==> config.mk <==
export PLATFORM = sky130hd
export DESIGN_NAME = bbsr_regs
export DESIGN_NICKNAME = d
export VERILOG_FILES = /design/src/core/bbsr_ramp.v /design/src/core/bbsr_regs.v
export VERILOG_INCLUDE_DIRS = /design/src /design/src/pkg
export SDC_FILE = /design/constraint.sdc
export NUM_CORES = 1
export LEC_CHECK = 0
export ABC_AREA = 1
export BUFFER_PORTS_ARGS = -buffer_cell sky130_fd_sc_hd__buf_4
export CORE_MARGIN = 5
export CORE_UTILIZATION = 60
export CTS_CLUSTER_SIZE = 12
export DETAILED_ROUTE_END_ITERATION = 10
export GPL_TIMING_DRIVEN = 0
export PLACE_DENSITY = 0.92
export SLEW_MARGIN = 25
export SYNTH_ARGS = -nofsm -noshare
export SYNTH_HDL_FRONTEND = slang
export SYNTH_SLANG_ARGS = --single-unit
==> constraint.sdc <==
create_clock -name ref_clk -period 5.42 [get_ports ref_clk]
set_clock_uncertainty 0.2 [all_clocks]
set_input_delay 0.542 -clock ref_clk [delete_from_list [all_inputs] [get_ports ref_clk]]
set_output_delay 0.542 -clock ref_clk [all_outputs]
set_load 0.01 [all_outputs]
==> src/pkg/bbsr_defs.vh <==
// Register map, field layout, reset values and timing counts of the converter control block
`ifndef BBSR_DEFS_VH
`define BBSR_DEFS_VH

// ----------------------------------------------------------------
// Register offsets
// ----------------------------------------------------------------
`define BBSR_ADDR_BB_CTRL 8'h19
`define BBSR_ADDR_RAMP_CTRL 8'h1A

// ----------------------------------------------------------------
// Reset values
// ----------------------------------------------------------------
`define BBSR_RST_BB_CTRL 8'h94
`define BBSR_RST_RAMP_CTRL 8'h06
`define BBSR_RST_BB_SKIP 1'h1
`define BBSR_RST_BB_VCODE 6'h14
`define BBSR_RST_RATE 3'h6
`define BBSR_RST_BB_MV 12'h708

// ----------------------------------------------------------------
// Field positions
// ----------------------------------------------------------------
`define BBSR_BB_SKIP_BIT 7
`define BBSR_BB_VCODE_MSB 5
`define BBSR_RC_TRIG_BIT 7
`define BBSR_RC_BYPASS_BIT 6
`define BBSR_RC_RATE_MSB 2

// ----------------------------------------------------------------
// Voltage code map, in millivolts
// ----------------------------------------------------------------
`define BBSR_FINE_BASE_MV 12'h497
`define BBSR_FINE_STEP_MV 12'h019
`define BBSR_COARSE_BASE_MV 12'h640
`define BBSR_COARSE_STEP_MV 12'h032
`define BBSR_COARSE_FIRST 6'h10
`define BBSR_CODE_LAST 6'h34

// ----------------------------------------------------------------
// Timing
// ----------------------------------------------------------------
`define BBSR_CLK_PERIOD_NS 100
`define BBSR_BLANK_TIME_MS 5
`define BBSR_BLANK_CYCLES ((`BBSR_BLANK_TIME_MS * 1000000) / `BBSR_CLK_PERIOD_NS)
`define BBSR_STEP_SLOW_NS 160000
`define BBSR_STEP_SLOW_CYCLES (`BBSR_STEP_SLOW_NS / `BBSR_CLK_PERIOD_NS)
`define BBSR_RATE_IMMEDIATE 3'h7

`endif

==> src/core/bbsr_ramp.v <==
// Stepping engine that walks the two main step-down setpoints toward their targets
`timescale 1ns/1ps
`include "bbsr_defs.vh"

module bbsr_ramp #(
	parameter CODE_W = 6,
	parameter CNT_W = 12
)(
	input wire ref_clk,
	input wire rstn,
	input wire start,
	input wire [2:0] rate,
	input wire [CODE_W-1:0] tgt_one,
	input wire [CODE_W-1:0] tgt_two,
	output reg [CODE_W-1:0] cur_one_r,
	output reg [CODE_W-1:0] cur_two_r,
	output reg busy_r,
	output reg done_r
);

	// ----------------------------------------------------------------
	// Step timer
	// ----------------------------------------------------------------
	// Slowest step length is cut to the counter width on purpose
	localparam integer SLOW_INT = `BBSR_STEP_SLOW_CYCLES;
	localparam [CNT_W-1:0] SLOW_CYC = SLOW_INT[CNT_W-1:0];
	reg [CNT_W-1:0] tick_cnt_r;
	reg [CODE_W-1:0] tgt_one_r;
	reg [CODE_W-1:0] tgt_two_r;
	wire [CNT_W-1:0] step_cyc;
	wire immediate;
	wire tick;
	wire [1:0] at_tgt;

	// Each rate code from 1 to 6 halves the step time of the code below it, starting from the slowest code 0
	assign step_cyc = SLOW_CYC >> rate;
	assign immediate = (rate == `BBSR_RATE_IMMEDIATE);
	assign tick = busy_r && (immediate || tick_cnt_r >= step_cyc - 12'h001);

	// Counter restarts on every start so a retarget gets a whole step
	always @(posedge ref_clk or negedge rstn)
	begin
		if (!rstn)
			tick_cnt_r <= 12'h000;
		else if (start || tick || !busy_r)
			tick_cnt_r <= 12'h000;
		else
			tick_cnt_r <= tick_cnt_r + 12'h001;
	end

	// ----------------------------------------------------------------
	// Per-converter stepping
	// ----------------------------------------------------------------
	genvar g;
	generate
		for (g = 0; g < 2; g = g + 1)
		begin : chan
			wire [CODE_W-1:0] tgt;
			wire [CODE_W-1:0] cur;
			assign tgt = (g == 0) ? tgt_one_r : tgt_two_r;
			assign cur = (g == 0) ? cur_one_r : cur_two_r;
			assign at_tgt[g] = (cur == tgt);
		end
	endgenerate

	// Targets latched at start; a change on the inputs mid-ramp waits for the next start
	always @(posedge ref_clk or negedge rstn)
	begin
		if (!rstn)
		begin
			tgt_one_r <= `BBSR_RST_BB_VCODE;
			tgt_two_r <= `BBSR_RST_BB_VCODE;
			cur_one_r <= `BBSR_RST_BB_VCODE;
			cur_two_r <= `BBSR_RST_BB_VCODE;
			busy_r <= 1'b0;
			done_r <= 1'b0;
		end
		else
		begin
			done_r <= 1'b0;
			if (start)
			begin
				tgt_one_r <= tgt_one;
				tgt_two_r <= tgt_two;
				busy_r <= 1'b1;
			end
			else if (busy_r && (&at_tgt))
			begin
				busy_r <= 1'b0;
				done_r <= 1'b1;
			end
			else if (tick)
			begin
				// Immediate rate jumps straight, otherwise one code per step
				if (immediate)
				begin
					cur_one_r <= tgt_one_r;
					cur_two_r <= tgt_two_r;
				end
				else
				begin
					if (!at_tgt[0])
						cur_one_r <= (cur_one_r < tgt_one_r) ? cur_one_r + 6'h01 : cur_one_r - 6'h01;
					if (!at_tgt[1])
						cur_two_r <= (cur_two_r < tgt_two_r) ? cur_two_r + 6'h01 : cur_two_r - 6'h01;
				end
			end
		end
	end

endmodule

==> src/core/bbsr_regs.v <==
// Buck-boost setpoint register and ramp control register with their side effects
//
// Overview of operation
// - The buck-boost control register sits at subaddress 19h and resets to 94h.
// - Writes to the buck-boost register only land while the protection scheme unlocks it.
// - Every accepted write to the buck-boost register blanks its voltage monitors for 5 ms.
// - Bit 7 of the buck-boost register enables pulse skipping at light load, reset 1.
// - Bits 5..0 are the voltage code, reset 14h, 25 mV steps from 1.175 V then 50 mV from 1.6 V.
// - The power-up voltage code may be replaced by a strap-selected value.
// - The ramp control register sits at subaddress 1Ah and resets to 06h.
// - The ramp rate acts on the two main step-down converters only.
// - Writing 1 to bit 7 of the ramp register ramps both main converters to their setpoints.
// - The trigger bit clears itself when the transition completes.
// - Bit 6 bypasses the trigger so each setpoint update ramps at once, reset 0.
// - Bits 2..0 pick 160 us per step halved per code down to 2.5 us, with 7 immediate.
`timescale 1ns/1ps
`include "bbsr_defs.vh"

module bbsr_regs #(
	parameter BLANK_CYCLES = `BBSR_BLANK_CYCLES,
	parameter CODE_W = 6
)(
	input wire ref_clk,
	input wire rstn,
	input wire [7:0] reg_addr,
	input wire [7:0] reg_wdata,
	input wire reg_wr,
	input wire reg_rd,
	input wire prot_unlock,
	input wire strap_default_select,
	input wire [CODE_W-1:0] strap_vcode,
	input wire [CODE_W-1:0] sd1_setpoint,
	input wire [CODE_W-1:0] sd2_setpoint,
	input wire setpoint_update,
	output reg [7:0] reg_rdata_r,
	output reg light_load_skip_enable_r,
	output reg [CODE_W-1:0] bb_vcode_r,
	output reg [11:0] bb_mv_r,
	output reg bb_code_reserved_r,
	output reg bb_mon_blank_r,
	output wire [CODE_W-1:0] sd1_vcode_r,
	output wire [CODE_W-1:0] sd2_vcode_r,
	output wire ramp_busy_r
);

	// ----------------------------------------------------------------
	// Declarations
	// ----------------------------------------------------------------
	// Window end is worked out as an integer and cut to the counter width on purpose
	localparam integer BLANK_LAST_INT = BLANK_CYCLES - 1;
	localparam [16:0] BLANK_LAST = BLANK_LAST_INT[16:0];
	reg trig_r;
	reg bypass_r;
	reg [2:0] rate_r;
	reg [16:0] blank_cnt_r;
	reg [16:0] blank_cnt_nxt;
	reg strap_done_r;
	reg [7:0] rdata_nxt;
	reg [11:0] mv_nxt;
	wire bb_wr;
	wire rc_wr;
	wire bb_wr_ok;
	wire trig_set;
	wire ramp_start;
	wire ramp_done;

	// ----------------------------------------------------------------
	// Address decode
	// ----------------------------------------------------------------
	assign bb_wr = reg_wr && (reg_addr == `BBSR_ADDR_BB_CTRL);
	assign rc_wr = reg_wr && (reg_addr == `BBSR_ADDR_RAMP_CTRL);
	// Locked writes are dropped silently, no side effects at all
	assign bb_wr_ok = bb_wr && prot_unlock;

	// ----------------------------------------------------------------
	// Buck-boost control register
	// ----------------------------------------------------------------
	// Strap value is taken one cycle after reset release, never inside reset
	always @(posedge ref_clk or negedge rstn)
	begin
		if (!rstn)
		begin
			light_load_skip_enable_r <= `BBSR_RST_BB_SKIP;
			bb_vcode_r <= `BBSR_RST_BB_VCODE;
			strap_done_r <= 1'b0;
		end
		else
		begin
			strap_done_r <= 1'b1;
			if (bb_wr_ok)
			begin
				light_load_skip_enable_r <= reg_wdata[`BBSR_BB_SKIP_BIT];
				// Bit 6 is dropped here so it always reads zero
				bb_vcode_r <= reg_wdata[`BBSR_BB_VCODE_MSB:0];
			end
			else if (!strap_done_r && strap_default_select)
				bb_vcode_r <= strap_vcode;
		end
	end

	// ----------------------------------------------------------------
	// Voltage decode of the buck-boost code
	// ----------------------------------------------------------------
	// Two-segment map; reserved codes are flagged, not clamped, so misuse is visible
	always @*
	begin
		mv_nxt = 12'h000;
		if (bb_vcode_r < `BBSR_COARSE_FIRST)
			mv_nxt = `BBSR_FINE_BASE_MV + `BBSR_FINE_STEP_MV * {6'h00, bb_vcode_r};
		else
			mv_nxt = `BBSR_COARSE_BASE_MV
				+ `BBSR_COARSE_STEP_MV * {6'h00, bb_vcode_r - `BBSR_COARSE_FIRST};
	end

	always @(posedge ref_clk or negedge rstn)
	begin
		if (!rstn)
		begin
			bb_mv_r <= `BBSR_RST_BB_MV;
			bb_code_reserved_r <= 1'b0;
		end
		else
		begin
			bb_mv_r <= mv_nxt;
			bb_code_reserved_r <= (bb_vcode_r > `BBSR_CODE_LAST);
		end
	end

	// ----------------------------------------------------------------
	// Monitor blanking after a buck-boost write
	// ----------------------------------------------------------------
	// A fresh write restarts the full window rather than extending the old one
	always @*
	begin
		blank_cnt_nxt = blank_cnt_r;
		if (bb_wr_ok)
			blank_cnt_nxt = BLANK_LAST;
		else if (blank_cnt_r != 17'h00000)
			blank_cnt_nxt = blank_cnt_r - 17'h00001;
	end

	always @(posedge ref_clk or negedge rstn)
	begin
		if (!rstn)
		begin
			blank_cnt_r <= 17'h00000;
			bb_mon_blank_r <= 1'b0;
		end
		else
		begin
			blank_cnt_r <= blank_cnt_nxt;
			bb_mon_blank_r <= bb_wr_ok || (blank_cnt_r != 17'h00000);
		end
	end

	// ----------------------------------------------------------------
	// Ramp control register
	// ----------------------------------------------------------------
	assign trig_set = rc_wr && reg_wdata[`BBSR_RC_TRIG_BIT];
	// Bypass lets every setpoint update start a ramp without the trigger
	assign ramp_start = trig_set || (bypass_r && setpoint_update);

	// Trigger set wins over the self-clear when both land together
	always @(posedge ref_clk or negedge rstn)
	begin
		if (!rstn)
		begin
			trig_r <= 1'b0;
			bypass_r <= 1'b0;
			rate_r <= `BBSR_RST_RATE;
		end
		else
		begin
			if (trig_set)
				trig_r <= 1'b1;
			else if (ramp_done)
				trig_r <= 1'b0;
			if (rc_wr)
			begin
				bypass_r <= reg_wdata[`BBSR_RC_BYPASS_BIT];
				rate_r <= reg_wdata[`BBSR_RC_RATE_MSB:0];
			end
		end
	end

	// ----------------------------------------------------------------
	// Ramp engine for the main step-down converters
	// ----------------------------------------------------------------
	// The buck-boost code above bypasses this engine entirely
	bbsr_ramp #(
		.CODE_W(CODE_W),
		.CNT_W(12)
	) u_ramp (
		.ref_clk(ref_clk),
		.rstn(rstn),
		.start(ramp_start),
		.rate(rate_r),
		.tgt_one(sd1_setpoint),
		.tgt_two(sd2_setpoint),
		.cur_one_r(sd1_vcode_r),
		.cur_two_r(sd2_vcode_r),
		.busy_r(ramp_busy_r),
		.done_r(ramp_done)
	);

	// ----------------------------------------------------------------
	// Read-back
	// ----------------------------------------------------------------
	// Unmapped subaddresses read zero; other registers live outside this block
	always @*
	begin
		rdata_nxt = 8'h00;
		case (reg_addr)
			`BBSR_ADDR_BB_CTRL:
				rdata_nxt = {light_load_skip_enable_r, 1'b0, bb_vcode_r};
			`BBSR_ADDR_RAMP_CTRL:
				rdata_nxt = {trig_r, bypass_r, 3'h0, rate_r};
			default:
				rdata_nxt = 8'h00;
		endcase
	end

	always @(posedge ref_clk or negedge rstn)
	begin
		if (!rstn)
			reg_rdata_r <= 8'h00;
		else if (reg_rd)
			reg_rdata_r <= rdata_nxt;
	end

endmodule

## Word level (Yosys, flattened, before mapping)

Index checks and enable logic that the tools add are counted.

- Register bits after elaboration: 90
- Input port bits: 41
- Output and inout port bits: 42
- Word-level logic and storage cells: 87

- $add $sub $neg: 10
- Multipliers: 2
- Magnitude comparators: 5
- Equality and inequality tests: 7
- Shift operators: 1
- Multiplexer cells: 19
- Bitwise gates (word level): 2
- Reduce and logical (&&, ||, !) cells: 23

Operator list:

| cell | count |
|---|---|
| 6-bit 2-to-1 mux | 8 |
| 17-bit 2-to-1 mux | 2 |
| 12-bit 2-to-1 mux | 2 |
| 5-bit by 6-bit multiplier with 11-bit output (first input constant) | 2 |
| 17-bit nonzero test | 1 |
| 17-bit by 1-bit subtractor with 17-bit output (second input constant) | 1 |
| 8-bit by 5-bit == test with 1-bit output (second input constant) | 2 |
| 8-bit case mux with 2 select lines | 1 |
| 11-bit by 11-bit adder with 12-bit output (first input constant) | 1 |
| 11-bit by 12-bit adder with 12-bit output (first input constant) | 1 |
| 12-bit by 1-bit adder with 12-bit output (second input constant) | 1 |
| 6-bit by 1-bit adder with 6-bit output (second input constant) | 2 |
| 6-bit == test | 2 |
| 12-bit greater-or-equal comparator | 1 |
| 6-bit less-than comparator | 2 |
| 11-bit by 3-bit right shift with 12-bit output (first input constant) | 1 |
| 12-bit by 1-bit subtractor with 12-bit output (second input constant) | 1 |
| 6-bit by 1-bit subtractor with 6-bit output (second input constant) | 2 |
| 1-bit logical AND | 8 |
| 4-bit AND reduction | 2 |
| 2-bit nonzero test | 4 |
| 6-bit > comparator (second input constant) | 1 |
| 6-bit by 5-bit less-than comparator with 1-bit output (second input constant) | 1 |
| 1-bit 2-to-1 mux | 6 |
| 7 further kinds | 14 |

## Logic depth before layout (Yosys ltp)

- Depth in word-level cells: 8
- Depth in mapped cells: 20
- Gate-level depth less buffers: 20

## Modules after synthesis

From an unflattened synthesis, not the netlist that was laid out.

- Cell total of the unflattened synthesis: 899
- Area, all modules: 6814.0 um2

By module, submodules not included:

| module | times used | cells an instance | area each (um2) | seq. area each (um2) |
|---|---|---|---|---|
| bbsr_regs | 1 | 475 | 3758.6 | 1312.5 |
| bbsr_ramp | 1 | 424 | 3055.4 | 960.9 |

## Worst setup path after synthesis

OpenSTA, ideal clock, no wires.

- Path type: register to register
- From: reg bb_vcode_r[2]
- To: reg bb_mv_r[10]
- Setup time: 0.079 ns
- Arrival time: 2.894 ns
- Required time: 5.141 ns
- Path slack: 2.247 ns
- Cell stages (with the launch flop): 18
- Path buffers: 0
- Clock period less this slack: 3.173 ns
- Cells stage by stage: dfstp_2 inv_1 ha_1 inv_1 ha_1 ha_1 inv_1 fa_1 inv_1 nand2_1 nand2_1 inv_1 ha_1 nand3_1 nand2_1 nand2_1 inv_1 o21ai_0

- Cells in the longest elaborated chain, start to end: 4
- Elaborated cells on any way between the ends: 7
- Those cells by class: add/sub (3); mul (2); order compare (1); mux (1)

RTL lines:

| item | RTL line | RTL |
|---|---|---|
| start, declared | bbsr_regs.v:37 | `output reg [CODE_W-1:0] bb_vcode_r,` |
| start signal, assigned | bbsr_regs.v:84 | `` bb_vcode_r <= `BBSR_RST_BB_VCODE; `` |
| start signal, assigned | bbsr_regs.v:94 | `` bb_vcode_r <= reg_wdata[`BBSR_BB_VCODE_MSB:0]; `` |
| start signal, assigned | bbsr_regs.v:97 | `bb_vcode_r <= strap_vcode;` |
| 6-bit by 5-bit subtractor with 6-bit output (no source line) | -- |  |
| 5-bit by 6-bit multiplier with 11-bit output (no source line) | -- |  |
| 11-bit by 12-bit adder with 12-bit output (no source line) | -- |  |
| 12-bit 2-to-1 mux (*) | bbsr_regs.v:108 | `` if (bb_vcode_r < `BBSR_COARSE_FIRST) `` |
| via mv_nxt[10] | bbsr_regs.v:59 | `reg [11:0] mv_nxt;` |
| end signal, assigned | bbsr_regs.v:119 | `` bb_mv_r <= `BBSR_RST_BB_MV; `` |
| end signal, assigned | bbsr_regs.v:124 | `bb_mv_r <= mv_nxt;` |
| end, declared | bbsr_regs.v:38 | `output reg [11:0] bb_mv_r,` |

Mark *: on every way through the listed nets, which the timed path passes. The rest lies on a longest branch.
A chain may end at the register's enable or synchronous reset.

## Final worst setup path

- From: reg bb_vcode_r[2]
- To: reg bb_mv_r[8]

Same word-level chain as after synthesis.

==> qor.txt <==
Die X - 116 um
WS Path Type - reg -> reg
Unique masters post-synth - 50
RSZ-0062 raised after global routing - no
crit end category - register
sequential area share after synthesis - 33.8%
largest vdd supply drop - 0.336 mV
EDFF count, synth - 0
Ys Warns - 0
status - finished, final reports clean
Worst-Skew Late Latency - 360 ps
post-CTS setup buffers - 0
final max-slew violation count - 0
CP Launch Type - register
flops & latches, synth - 90
mux contribution to synthesized area - 0.670%
crit path DAT - 3540 ps
Cells after Synth - 851
Clock Root Buffer - clkbuf_16
final antenna-violating net count - 0
Worst Tran Pin Value - 833 ps
initial antenna violation count - 0
Leak Pwr - 4.19 nW
Hold Path Class - in -> async
Rows - 38
WL/cell - 14.8 um
Die Y - 116 um
Overall Global Routing Usage - 25.4%
DRT iter0 DRCs - 462
vias in the first global route - 5989
FMAX - 288 MHz
post-layout min period - 3470 ps
Post-Synth Adder-Cell Area - 17.9%
Core Footprint - 10900 um2
die area - 13400 um2
power density cells - 470 nW/um2
PortBufs - 82
WL final - 16.2 mm
Initial Utilization - 61.5%
final period utilization - 64.0%
via count - 6098
first-pass GRT wire length - 27.4 mm
H-tree depth - 3
Final setup viols - 0
area grow syn2layout - 16.7%
vias per cell - 5.60
synthesized area - 6720 um2
Synth Area in Compound Gates - 9.12%
largest family of logic cells by synthesized area - simple AND/OR/NAND/NOR gates
final hold violation count - 0
post-route setup TNS - 0 ps
layout cell share with drive strength beyond 1 - 17.4%
Resized cells post-CTS - 0
CTS Hold Bufs - 0
final core utilization - 71.8%
register clock-pin slew on the reported worst setup and hold paths - 70 ps
worst relative slew slack - 44.4%
CTS buffer count - 9
most frequent cells in the layout - 210 x nand2_1, 111 x inv_1, 88 x ha_1, 82 x buf_4, 73 x dfrtp_1
DRC viols - 0
Clock Sinks - 90
crit path max fanout - 7
CTS tree - done
final net count - 1079
Ports - 83
main flop type after synthesis - dfrtp_1
gpl congestion - 0.906
maximum root-to-sink buffer count - 2
Post-Synth Simple-Gate Area - 27.5%
DRT Pass-1 Iters - 5
ys async rst share - 100%
average cell area after synthesis - 7.90 um2
HPWL after DPL - 12.1 mm
largest net degree at the start of global routing - 91
max cap viols - 0
commonest non-fill, non-tap cell in the layout - nand2_1
total gr overflow - 0
Synth Area in XOR/XNOR - 3.13%
diode count - 0
worst path required time - 5500 ps
[critical path, cell delays in order (launching register included)]
cell	delay, ps
dfstp_2	630
inv_1	130
ha_1	310
inv_1	130
fa_1	440
ha_1	310
ha_1	380
nand3_1	90
nand2_1	90
nand2_1	90
o21ai_0	280
a21oi_1	120
o21ai_0	110
nand2_1	80
[layout make-up]
cell class / instances / area, um2
inverter: 117 / 442
sequential: 90 / 2270
multi-input combinational: 632 / 3930
buffer: 13 / 87.6
clock inverter: 5 / 85.1
clock buffer: 10 / 239
tap: 140 / 175
fill: 826 / 3090
timing repair buffer: 82 / 619
[routing by layer]
layer / track usage [%] / wire, um
met2: 41.1 / 7700
met5: 0 / 0
met3: 4.28 / 1060
met4: 10.6 / 452
met1: 34.0 / 6950
[path summary, 6_finish.rpt]
check	start	end	slack, ps	cells after the start
hold reg to reg	u_ramp.done_r	trig_r	230	1
hold / removal	rstn	bb_code_reserved_r	20	1
min in group ref_clk	reg_wdata[6]	bypass_r	200	3
max in group asynchronous	rstn	blank_cnt_r[11]	4400	1
setup / recovery	bb_vcode_r[2]	bb_mv_r[8]	1950	13
setup reg to reg	bb_vcode_r[2]	bb_mv_r[8]	1950	13
[where the power goes]
part           switching, mW  total (mW)  leakage [nW]  internal, mW
clock network          0.279       0.697         0.156         0.417
registers              0.156        1.04          1.10         0.882
logic                   1.16        1.95          2.94         0.789
total                   1.60        3.68          4.19          2.09
[synthesized netlist by cell type, types with 6 or more instances]
cell type | n | area [um2]
nand2_1 | 210 | 788
inv_1 | 111 | 417
ha_1 | 88 | 1100
dfrtp_1 | 73 | 1830
nand3_1 | 66 | 330
nor2_1 | 60 | 225
o21ai_0 | 55 | 275
a21oi_1 | 28 | 140
xor2_1 | 20 | 175
dfstp_2 | 17 | 447
nor3_1 | 14 | 70.1
nand4_1 | 11 | 68.8
o22ai_1 | 11 | 68.8
nand3b_1 | 8 | 60.1
nor2_2 | 6 | 37.5
[stage by stage]
| step | power [mW] | cell area [um2] | std cells | hold slack [ps] | setup slack [ps] |
|---|---|---|---|---|---|
| floorplan | 2.40 | 6730 | 852 | 46.4 | 2250 |
| CTS | 3.67 | 7850 | 1089 | 102 | 1970 |
| detailed placement | 2.95 | 7520 | 1074 | 225 | 1980 |
| global placement | 2.87 | 7520 | 1074 | 211 | 2050 |
| finish | 3.68 | 7850 | 1089 | 19.6 | 1950 |
| global route | 4.02 | 7850 | 1089 | 104 | 1560 |
[state kept, by name (all words and copies together), names as in the netlist, 3 cells and up]
name and count:
u_ramp.tick_cnt_r 12, bb_mv_r 12, bb_vcode_r 6, rate_r 3, u_ramp.cur_two_r 6, u_ramp.cur_one_r 6, blank_cnt_r 17, u_ramp.chan.tgt 12
reg_rdata_r 8
[logic make-up after synthesis]
logic type	after synthesis
buf+inv	130
mux	4
fa+ha+maj	93
flops	90
compound gates	111
xor+xnor	24
simple gates	398
other cells	1
No activity file was read; power rests on OpenSTA's default activity.
